**src/include/hbp_regs.vh**
```
`ifndef HBP_REGS_VH
`define HBP_REGS_VH

// clock period in ns
`define HBP_CLK_PERIOD_NS     20
// bootstrap release window, ns
`define HBP_BOOT_WIN_NS       20000
`define HBP_BOOT_WIN_CYC      ((`HBP_BOOT_WIN_NS) / (`HBP_CLK_PERIOD_NS))
// transient hold-off on the high side, ns
`define HBP_NEG_HOLD_NS       4500
`define HBP_NEG_HOLD_CYC      ((`HBP_NEG_HOLD_NS) / (`HBP_CLK_PERIOD_NS))
// least transient length that counts, ns (least time: rounded up)
`define HBP_NEG_MIN_NS        50
`define HBP_NEG_MIN_CYC       (((`HBP_NEG_MIN_NS) + (`HBP_CLK_PERIOD_NS) - 1) / (`HBP_CLK_PERIOD_NS))
// default minimum gap between the two gates, ns
`define HBP_MIN_GAP_NS        500
`define HBP_MIN_GAP_CYC       (((`HBP_MIN_GAP_NS) + (`HBP_CLK_PERIOD_NS) - 1) / (`HBP_CLK_PERIOD_NS))

`endif

```
**src/hbp_core.v**
```verilog
// Behaviour
// [RULE1] After reset both gates stay off until both supplies report above their rising thresholds.
// [RULE2] A logic-supply undervoltage during operation forces both gates off.
// [RULE3] A logic-supply undervoltage drives the active-low fault output low.
// [RULE4] A floating-supply undervoltage forces only the high gate off.
// [RULE5] The two gates are never on at the same time.
// [RULE6] The bootstrap switch is off whenever the high gate is on or the floating level is high.
// [RULE7] The bootstrap switch is on while the low gate is on and the floating level is low.
// [RULE8] After a low-side release with both gates off it turns on if the level drops within a fixed 20 us.
// [RULE9] After a high-side release with both gates off it turns on if the level drops within 20 us; the code sets no limit and turns on whenever it drops.
// [RULE10] In the high-side release case the window counter is held cleared while the level is high.
// [RULE11] A negative switch-node transient longer than 50 ns holds the high gate off for 4.5 us.
// [RULE12] The high gate follows its command and the low gate is the inverse of its active-low command.
// [RULE13] A minimum gap with both gates off is inserted when the commanded gap is shorter.
// [RULE14] Comparator flags are synchronous inputs and windows are counted on the clock.
`include "hbp_regs.vh"
`timescale 1ns/100ps
`default_nettype none

module hbp_core #(
    parameter BOOT_WIN_CYC = `HBP_BOOT_WIN_CYC,
    parameter NEG_HOLD_CYC = `HBP_NEG_HOLD_CYC,
    parameter NEG_MIN_CYC  = `HBP_NEG_MIN_CYC,
    parameter MIN_GAP_CYC  = `HBP_MIN_GAP_CYC,
    parameter CW           = 16
) (
    input  wire clk,
    input  wire rst,
    input  wire high_side_cmd,
    input  wire low_side_cmd_n,
    input  wire logic_supply_ok,
    input  wire floating_supply_ok,
    input  wire floating_supply_level_high,
    input  wire neg_transient,
    output reg  high_gate_out,
    output reg  low_gate_out,
    output reg  fault_n,
    output reg  boot_fet_en
);

////////////////////////////////////////////////////////////////////////////////
// supply lockout

    reg          armed_q;    // both supplies good since reset or the last logic-supply undervoltage
    wire         hs_cmd_lo;
    wire         ls_cmd;
    wire         hs_allow;
    wire         ls_allow;

    // the lockout re-arms on its own once both supplies are good again,
    // so a brief logic-supply dip needs no reset from the controller
    always @(posedge clk or posedge rst) begin
        if (rst) begin
            armed_q <= 1'b0;
        end else if (!logic_supply_ok) begin
            armed_q <= 1'b0;                                  // [RULE2]
        end else if (floating_supply_ok) begin
            armed_q <= 1'b1;                                  // [RULE1]
        end
    end

    assign ls_cmd   = ~low_side_cmd_n;                        // [RULE12]
    assign hs_allow = armed_q & logic_supply_ok & floating_supply_ok; // [RULE4]
    assign ls_allow = armed_q & logic_supply_ok;              // [RULE2]

////////////////////////////////////////////////////////////////////////////////
// negative transient filter and hold-off

    reg [CW-1:0] neg_len_q;
    reg [CW-1:0] neg_hold_q;
    wire         neg_hit;

    // a transient only counts once it has outlasted the minimum length
    assign neg_hit = neg_transient && (neg_len_q >= NEG_MIN_CYC[CW-1:0]); // [RULE11]

    // length counter stops at the threshold so it cannot wrap on a long dip
    always @(posedge clk or posedge rst) begin
        if (rst) begin
            neg_len_q <= {CW{1'b0}};
        end else if (!neg_transient) begin
            neg_len_q <= {CW{1'b0}};
        end else if (!neg_hit) begin
            neg_len_q <= neg_len_q + 1'b1;                    // [RULE14]
        end
    end

    // hold-off restarts for as long as the transient lasts
    always @(posedge clk or posedge rst) begin
        if (rst) begin
            neg_hold_q <= {CW{1'b0}};
        end else if (neg_hit) begin
            neg_hold_q <= NEG_HOLD_CYC[CW-1:0];               // [RULE11]
        end else if (neg_hold_q != {CW{1'b0}}) begin
            neg_hold_q <= neg_hold_q - 1'b1;                  // [RULE14]
        end
    end

    assign hs_cmd_lo = high_side_cmd & hs_allow & ~neg_hit & (neg_hold_q == {CW{1'b0}});

////////////////////////////////////////////////////////////////////////////////
// cross-conduction and minimum gap

    reg [CW-1:0] gap_q;       // cycles since both gates went off
    wire         gap_done;
    reg          hg_d;
    reg          lg_d;

    assign gap_done = (gap_q >= MIN_GAP_CYC[CW-1:0]);

    always @* begin
        hg_d = 1'b0;
        lg_d = 1'b0;
        // a gate already on stays on while commanded; the other waits its turn
        if (high_gate_out) begin
            hg_d = hs_cmd_lo;
        end else if (low_gate_out) begin
            lg_d = ls_cmd & ls_allow;
        end else if (gap_done && !(hs_cmd_lo && ls_cmd)) begin
            hg_d = hs_cmd_lo;                                 // [RULE5]
            lg_d = ls_cmd & ls_allow;                         // [RULE13]
        end
    end

    always @(posedge clk or posedge rst) begin
        if (rst) begin
            high_gate_out <= 1'b0;
            low_gate_out  <= 1'b0;
        end else begin
            high_gate_out <= hg_d;                            // [RULE12]
            low_gate_out  <= lg_d;                            // [RULE12]
        end
    end

    // fault mirrors the logic supply with no latch; the controller sees it clear by itself
    always @(posedge clk or posedge rst) begin
        if (rst) begin
            fault_n <= 1'b1;
        end else begin
            fault_n <= logic_supply_ok;                       // [RULE3]
        end
    end

    // gap counter saturates at the minimum so longer commanded gaps pass unchanged
    always @(posedge clk or posedge rst) begin
        if (rst) begin
            gap_q <= {CW{1'b0}};
        end else if (high_gate_out || low_gate_out) begin
            gap_q <= {CW{1'b0}};
        end else if (!gap_done) begin
            gap_q <= gap_q + 1'b1;                            // [RULE13]
        end
    end

////////////////////////////////////////////////////////////////////////////////
// bootstrap switch

    localparam ST_IDLE = 2'd0;
    localparam ST_LWIN = 2'd1;   // fixed window after low-side release
    localparam ST_HWIN = 2'd2;   // retriggerable window after high-side release
    localparam ST_ON   = 2'd3;

    reg  [1:0]    st_q;
    reg  [1:0]    st_d;
    reg  [CW-1:0] win_q;
    reg  [CW-1:0] win_d;
    reg           hs_prev_q;
    reg           ls_prev_q;
    wire          both_off;
    wire          win_end;
    wire          ls_release;
    wire          hs_release;

    assign both_off   = ~hg_d & ~lg_d;
    assign win_end    = (win_q >= BOOT_WIN_CYC[CW-1:0]);
    assign ls_release = both_off & ls_prev_q & ~ls_cmd;
    assign hs_release = both_off & hs_prev_q & ~high_side_cmd;

    // the release edges are looked at before the level, so a release with the
    // level still high opens a window instead of being lost
    always @* begin
        st_d  = st_q;
        win_d = win_q;
        if (hg_d) begin
            st_d  = ST_IDLE;                                  // [RULE6]
            win_d = {CW{1'b0}};
        end else if (lg_d) begin
            st_d  = ST_ON;                                    // [RULE7]
            win_d = {CW{1'b0}};
        end else if (ls_release) begin
            st_d  = floating_supply_level_high ? ST_LWIN : ST_ON; // [RULE8]
            win_d = {CW{1'b0}};
        end else if (hs_release) begin
            st_d  = floating_supply_level_high ? ST_HWIN : ST_ON; // [RULE9]
            win_d = {CW{1'b0}};
        end else begin
            case (st_q)
                ST_IDLE: begin
                    st_d  = ST_IDLE;
                    win_d = {CW{1'b0}};
                end
                ST_LWIN: begin
                    if (!floating_supply_level_high) begin
                        st_d  = ST_ON;                        // [RULE8]
                        win_d = {CW{1'b0}};
                    end else if (win_end) begin
                        // fixed window: the level never restarts it
                        st_d  = ST_IDLE;
                        win_d = {CW{1'b0}};
                    end else begin
                        win_d = win_q + 1'b1;                 // [RULE14]
                    end
                end
                ST_HWIN: begin
                    if (floating_supply_level_high) begin
                        win_d = {CW{1'b0}};                   // [RULE10]
                    end else if (win_end) begin
                        st_d = ST_IDLE;
                    end else begin
                        st_d = ST_ON;                         // [RULE9]
                    end
                end
                ST_ON: begin
                    // with both gates off a high level ends the on phase
                    if (floating_supply_level_high) begin
                        st_d  = ST_IDLE;                      // [RULE6]
                        win_d = {CW{1'b0}};
                    end
                end
                default: begin
                    st_d  = ST_IDLE;
                    win_d = {CW{1'b0}};
                end
            endcase
        end
    end

    always @(posedge clk or posedge rst) begin
        if (rst) begin
            st_q  <= ST_IDLE;
            win_q <= {CW{1'b0}};
        end else begin
            st_q  <= st_d;
            win_q <= win_d;
        end
    end

    // history resets to the idle commands so no false release follows reset
    always @(posedge clk or posedge rst) begin
        if (rst) begin
            hs_prev_q <= 1'b0;
            ls_prev_q <= 1'b0;
        end else begin
            hs_prev_q <= high_side_cmd;
            ls_prev_q <= ls_cmd;
        end
    end

    // off at once with the high gate or a high floating level
    always @(posedge clk or posedge rst) begin
        if (rst) begin
            boot_fet_en <= 1'b0;
        end else begin
            boot_fet_en <= (st_d == ST_ON) & ~hg_d & ~floating_supply_level_high; // [RULE6]
        end
    end

endmodule // hbp_core

`default_nettype wire

```
**config.mk**
```make
export PLATFORM = sky130hd
export DESIGN_NAME = hbp_core
export DESIGN_NICKNAME = d
export VERILOG_FILES = /design/src/hbp_core.v
export VERILOG_INCLUDE_DIRS = /design/src /design/src/include
export SDC_FILE = /design/constraint.sdc
export NUM_CORES = 1
export LEC_CHECK = 0
export BUFFER_PORTS_ARGS = -buffer_cell sky130_fd_sc_hd__clkbuf_2
export CELL_PAD_IN_SITES_DETAIL_PLACEMENT = 1
export CELL_PAD_IN_SITES_GLOBAL_PLACEMENT = 2
export CORE_MARGIN = 1
export CORE_UTILIZATION = 44
export DETAILED_ROUTE_END_ITERATION = 8
export PLACE_DENSITY = 0.85
export SETUP_SLACK_MARGIN = 0.1
export SLEW_MARGIN = 20
export SYNTH_ARGS = -nofsm -noshare
export SYNTH_HDL_FRONTEND = slang
export SYNTH_SLANG_ARGS = --single-unit
```
**constraint.sdc**
```tcl
create_clock -name clk -period 5 [get_ports clk]
set_input_delay 1 -clock clk [delete_from_list [all_inputs] [get_ports clk]]
set_output_delay 1 -clock clk [all_outputs]
set_load 0.01 [all_outputs]
```
======== After elaboration in Yosys (flattened, before gate mapping) ========
Cells that the tools add are included.
cells by class
  add/subtract/negate cells ............... 4
  order comparisons ....................... 3
  eq/ne operators ......................... 8
  mux-type cells .......................... 34
  bitwise operators ....................... 19
  reductions and logical operators ........ 10
operators with widths
  operator                 count
  $mux W16                 13
  $add A16 B1 Y16 const B  3
  $pmux W16 S3             1
  $mux W2                  10
  $ge A16 B10 Y1 const B   1
  $ge A16 B2 Y1 const B    1
  $ge A16 B5 Y1 const B    1
  $logic_not A16 Y1        1
  $reduce_bool A16 Y1      1
  $sub A16 B1 Y16 const B  1
  $and A1 B1 Y1            13
  $mux W1                  9
  $pmux W2 S4              1
  $eq A2 B2 Y1 const B     3
  $ne A6 B1 Y1 const B     1
  $not A1 Y1               6
  $ne A2 B1 Y1 const B     2
  $logic_and A1 B1 Y1      3
  $eq A2 B1 Y1 const B     1
  $logic_not A2 Y1         1
  $ne A2 B2 Y1 const B     1
  $reduce_bool A2 Y1       1
  $reduce_or A2 Y1         1
  $logic_not A1 Y1         1
  $logic_or A1 B1 Y1       1
storage, ports and cells
  register bits ........................... 73
  input port bits ......................... 8
  output and inout bits ................... 4
  word-level logic and storage cells ...... 90

======== Logic depth before layout (Yosys ltp) ========
  word-level depth ........................ 22
  gate-level depth with buffers ........... 9
  gate-level depth less buffers ........... 8

======== Least setup slack after synthesis ========
No wires, ideal clock.
  path kind ............................... input to register
  from .................................... input floating_supply_level_high
  to ...................................... register win_q[10]
  library setup time ...................... 144 ps
  data arrival time ....................... 2122 ps
  required time ........................... 4856 ps
  path slack .............................. 2734 ps
  stages .................................. 6
  path buffers ............................ 2
  cell sequence ........................... clkbuf_1 > nand2b_1 > o21ai_1 > nand2_1 > clkbuf_1 > nor4_1
between the ends
  longest elaborated chain between the ends .. 6
  elaborated cells between the ends (all ways) .. 7
  classes of those cells .................. eq/ne (1); mux (6)
RTL lines
  item                    line            source
  start: declaration      hbp_core.v:33   input wire floating_supply_level_high,
  $mux W16                hbp_core.v:202  if (!floating_supply_level_high) begin
  $pmux W16 S3            hbp_core.v:196  case (st_q)
  $mux W16                hbp_core.v:192  end else if (hs_release) begin
  $mux W16                hbp_core.v:189  end else if (ls_release) begin
  $mux W16                hbp_core.v:186  end else if (lg_d) begin
  $mux W16                hbp_core.v:183  if (hg_d) begin
  end signal: assignment  hbp_core.v:240  win_q <= {CW{1'b0}};
  end signal: assignment  hbp_core.v:243  win_q <= win_d;
  end: declaration        hbp_core.v:164  reg [CW-1:0] win_q;
Several ways; a longest one is shown, not always the timed one.
A chain may end at the register's enable or synchronous reset.

======== Final worst setup path ========
  from .................................... register neg_hold_q[0]
  to ...................................... register win_q[12]
between the ends
  longest elaborated chain between the ends .. 16
  elaborated cells between the ends (all ways) .. 23
  classes of those cells .................. eq/ne (1); mux (10); bitwise (8); reduce/logical (4)
RTL lines
  item                        line            source
  start: declaration          hbp_core.v:70   reg [CW-1:0] neg_hold_q;
  start signal: assignment    hbp_core.v:90   neg_hold_q <= {CW{1'b0}};
  start signal: assignment    hbp_core.v:92   neg_hold_q <= NEG_HOLD_CYC[CW-1:0];
  start signal: assignment    hbp_core.v:94   neg_hold_q <= neg_hold_q - 1'b1;
  $logic_not A16 Y1 (*)       hbp_core.v:98   assign hs_cmd_lo = high_side_cmd & hs_allow & ~neg_hit & (neg_hold_q == {CW{1'b0}});
  $and A1 B1 Y1 (*)           hbp_core.v:98
  $logic_and A1 B1 Y1         hbp_core.v:118  end else if (gap_done && !(hs_cmd_lo && ls_cmd)) begin
  $logic_not A1 Y1            hbp_core.v:118
  $logic_and A1 B1 Y1         hbp_core.v:118
  $mux W1                     hbp_core.v:118
  $mux W1                     hbp_core.v:116  end else if (low_gate_out) begin
  $mux W1                     hbp_core.v:114  if (high_gate_out) begin
  $not A1 Y1                  hbp_core.v:173  assign both_off = ~hg_d & ~lg_d;
  $and A1 B1 Y1               hbp_core.v:173
  $and A1 B1 Y1 (2 in a row)  hbp_core.v:176  assign hs_release = both_off & hs_prev_q & ~high_side_cmd;
  $mux W16                    hbp_core.v:192
  $mux W16                    hbp_core.v:189
  $mux W16                    hbp_core.v:186
  $mux W16                    hbp_core.v:183
Every way passes the cells marked *; elsewhere a longest branch is shown, timed or not.

==> results.yml <==
run_status:
  status: "finished clean"
clocking:
  cts-root-buf: "clkbuf_8"
  cts_hold_buf: 0
  clock_latency_ns: 0.35
  numCtsBuffers: 9
  postCtsSetupBuffers: 0
  clk_pin_slew_ns: 0.08
  cts_num_sinks: 73
  htreeDepth: 3
  cts_tree: "done"
  cts_repair_resize_count: 0
  cts_buffer_depth: 2
timing:
  rsz0062_at_grt: "false"
  skew_ns: 0.00859
  worst_slew_pin_slew_ns: 0.813
  setup_violations: 0
  hold_violations: 0
  min_period_ns: 2.46
  maxSlewHeadroom_pct: 45.8
  post-route-period-util_pct: 49.2
  tns_ns: 0
  max_freq_ghz: 0.407
  maxSlewViolCount: 0
power:
  leakage_nw: 1.65
  power.share.switching_pct: 33.9
  p_int_w: 0.000973
  comb_power_share_pct: 20.9
  pwr-share-clk_pct: 27.7
  power.net_switching_w: 0.000499
  powerDensity_nw_per_um2: 381
  seqPwrFrac_pct: 51.4
  ir_worst_vdd_v: 0.000220
flow_run:
  maxCapViolations: 0
global_route:
  gr-usage-all-layers_pct: 20.6
  gr-total-overflow: 0
  grt_pass1_vias: 2721
  antenna_found_initial: 0
  grt_pass1_wl_um: 13400
  grt_max_degree: 48
yosys:
  muxShareOfSynthArea_pct: 0.569
  yosys.cell_types.count: 51
  synth_area_leaders: "dfrtp_1 (51%), and2_1 (4.4%), xor2_1 (4.0%), nor4_2 (3.2%), nor4_1 (3.0%)"
  ys_warn_count: 0
  synth.largest_area_cell: "dfrtp_1"
  async_flop_share_pct: 100
  ys.flop_type: "dfrtp_1"
  synth-adder-area-share_pct: 2.49
  synth_compound_area_share_pct: 6.54
  syn_avg_cell_area_um2: 10.6
  synth-seq-cells: 73
  syn-instance-count: 332
  synthXorXnorAreaFrac_pct: 6.97
  synth_most_common_cell: "dfrtp_1"
  synth_top_area_share_pct: 51.2
  syn_nets: 347
  synth_top_family_by_area: "simple AND/OR/NAND/NOR gates"
  syn-cell-area_um2: 3520
  synth-simple-area-share_pct: 28.9
  synth_common_cells: "dfrtp_1 (72), nand2_1 (28), nor2_1 (27)"
  synth_edf_count: 0
  synth_seq_area_share_pct: 51.9
die:
  io_pins: 12
  initial_core_util_pct: 45.6
  rows: 32
  die_area_um2: 8360
  core-area_um2: 7730
  fp.dieH_um: 91.5
  die_w_um: 91.5
detailed_routing:
  drt_iter0_markers: 103
  drt_first_pass_iters: 4
  detail_route.wl_per_cell_um: 16.1
  drcViolationCount: 0
  routed_wl_um: 7350
  vias: 2563
  vias_per_cell: 5.62
  antenna_left: 0
place:
  placedCellCount: 440
  port_buffers: 11
  hpwl_um: 5270
  routabilityCongestion: 0.773
critical_path:
  start_kind: "flip-flop"
  crit_chain: "inv_1, ha_1, nor3b_1, nand4_4, nor3_2, o21a_2, inv_2, nor4_1"
  r2r_cells: 8
  worstSetupEndpointType: "flip-flop"
  critPathMaxFanout: 15
  slowest_stage: "dfrtp_1"
  r2r_slack_ns: 2.54
  worstReg2RegStart: "neg_hold_q[0]$_DFFE_PP0P_"
  max_stage_delay_ns: 0.41
  r2r_end: "win_q[12]$_DFFE_PP0P_"
  crit_type: "flip-flop to flip-flop"
  critPathBufInv: 2
  crit_required_ns: 5.24
  cp.arrival_ns: 2.70
  cp_top_family: "simple AND/OR/NAND/NOR gates"
final_layout:
  antenna_cells: 0
  stdcell_count: 456
  syn2layout_area_growth_pct: 9.70
  drive_gt1_share_pct: 13.0
  layout.nets: 364
min_path:
  min_path_cells: 1
  holdPathEnd: "gap_q[12]$_DFFE_PP0P_"
  min_path_type: "flip-flop to flip-flop"
  worstHoldStart: "gap_q[12]$_DFFE_PP0P_"
-- power by group through the flow --
| stage | Sequential [W] | Combinational (W) | Clock, W |
|---|---|---|---|
| 4_1_cts | 0.000756 | 0.000314 | 0.000425 |
| 2_1_floorplan | 0.000746 | 0.000243 | 0 |
| 3_3_place_gp | 0.000761 | 0.000295 | 0 |
| 6_report | 0.000756 | 0.000307 | 0.000408 |
| 5_1_grt | 0.000768 | 0.000354 | 0.000451 |
| 3_5_place_dp | 0.000767 | 0.000311 | 0 |
-- flip-flops by register name, summed over array words and instances (netlist names) --
register,count
low_gate_out,1
armed_q,1
ls_prev_q,1
hs_prev_q,1
neg_hold_q,16
gap_q,16
high_gate_out,1
win_q,16
boot_fet_en,1
fault_n,1
neg_len_q,16
st_q,2
-- cells by family after synthesis --
kind of cell / Yosys count
AOI/OAI and AO/OA: 34
adders and majority gates: 7
buffers and inverters: 22
muxes: 2
and+or+nand+nor: 166
xor gates and xnor gates: 28
DFF: 73
-- cell type report --
| class | instances | area, um^2 |
|---|---|---|
| Fill cell | 865 | 3860 |
| Sequential cell | 73 | 1830 |
| Inverter | 14 | 53.8 |
| Timing Repair Buffer | 14 | 77.6 |
| Multi-Input combinational cell | 237 | 1600 |
| Clock inverter | 5 | 42.5 |
| Tap cell | 102 | 128 |
| Clock buffer | 11 | 131 |
-- routing by layer --
| layer | GRT usage [%] | part of all wire [%] | vias to the layer above |
|---|---|---|---|
| li1 | - | - | 1223 |
| met1 | 26.9 | 46 | 1295 |
| met2 | 33.6 | 50 | 34 |
| met3 | 4.86 | 2.8 | 11 |
| met4 | 6.75 | 1.4 | 0 |
| met5 | 0 | 0 | - |
-- metrics by stage --
stage          power, W  instance area, um^2  hold slack [ns]  setup WS (ns)  utilization (%)
2_1_floorplan  0.000990                 3520            0.454           2.15                -
3_3_place_gp    0.00106                 3690            0.469           2.44             47.7
3_5_place_dp    0.00108                 3690            0.472           2.38             47.7
4_1_cts         0.00150                 3860            0.497           2.46             50.0
5_1_grt         0.00157                 3860            0.510           2.30             50.0
6_report        0.00147                 3860            0.492           2.54             50.0
-- how the worst max path moves through the flow --
stage,from,end,slack [ns],cells after the start
floorplan,rst,armed_q$_DFFE_PP0P_,2.15,1
finish,neg_hold_q[0]$_DFFE_PP0P_,win_q[12]$_DFFE_PP0P_,2.54,8
detailed placement,neg_transient,win_q[12]$_DFFE_PP0P_,2.38,8
global route,neg_hold_q[0]$_DFFE_PP0P_,win_q[9]$_DFFE_PP0P_,2.30,8
global placement,neg_transient,win_q[9]$_DFFE_PP0P_,2.44,8
CTS,neg_hold_q[0]$_DFFE_PP0P_,win_q[12]$_DFFE_PP0P_,2.46,8
-- layout by cell type (no fill, tap or decap), types with 7 or more instances in the layout --
cell | netlist | layout
dfrtp_1 | 72 | 72
nand2_1 | 28 | 28
nor2_1 | 27 | 27
and2_1 | 25 | 25
nor4_1 | 17 | 17
xor2_1 | 16 | 16
nand4_1 | 12 | 12
inv_1 | 13 | 12
xnor2_1 | 12 | 12
a21oi_1 | 11 | 11
clkbuf_2 | 0 | 11
nor3_1 | 9 | 9
nor4_2 | 9 | 9
clkbuf_8 | 0 | 9
nand3_1 | 7 | 7
ha_1 | 7 | 7
Power figures use the tool's default switching activity.
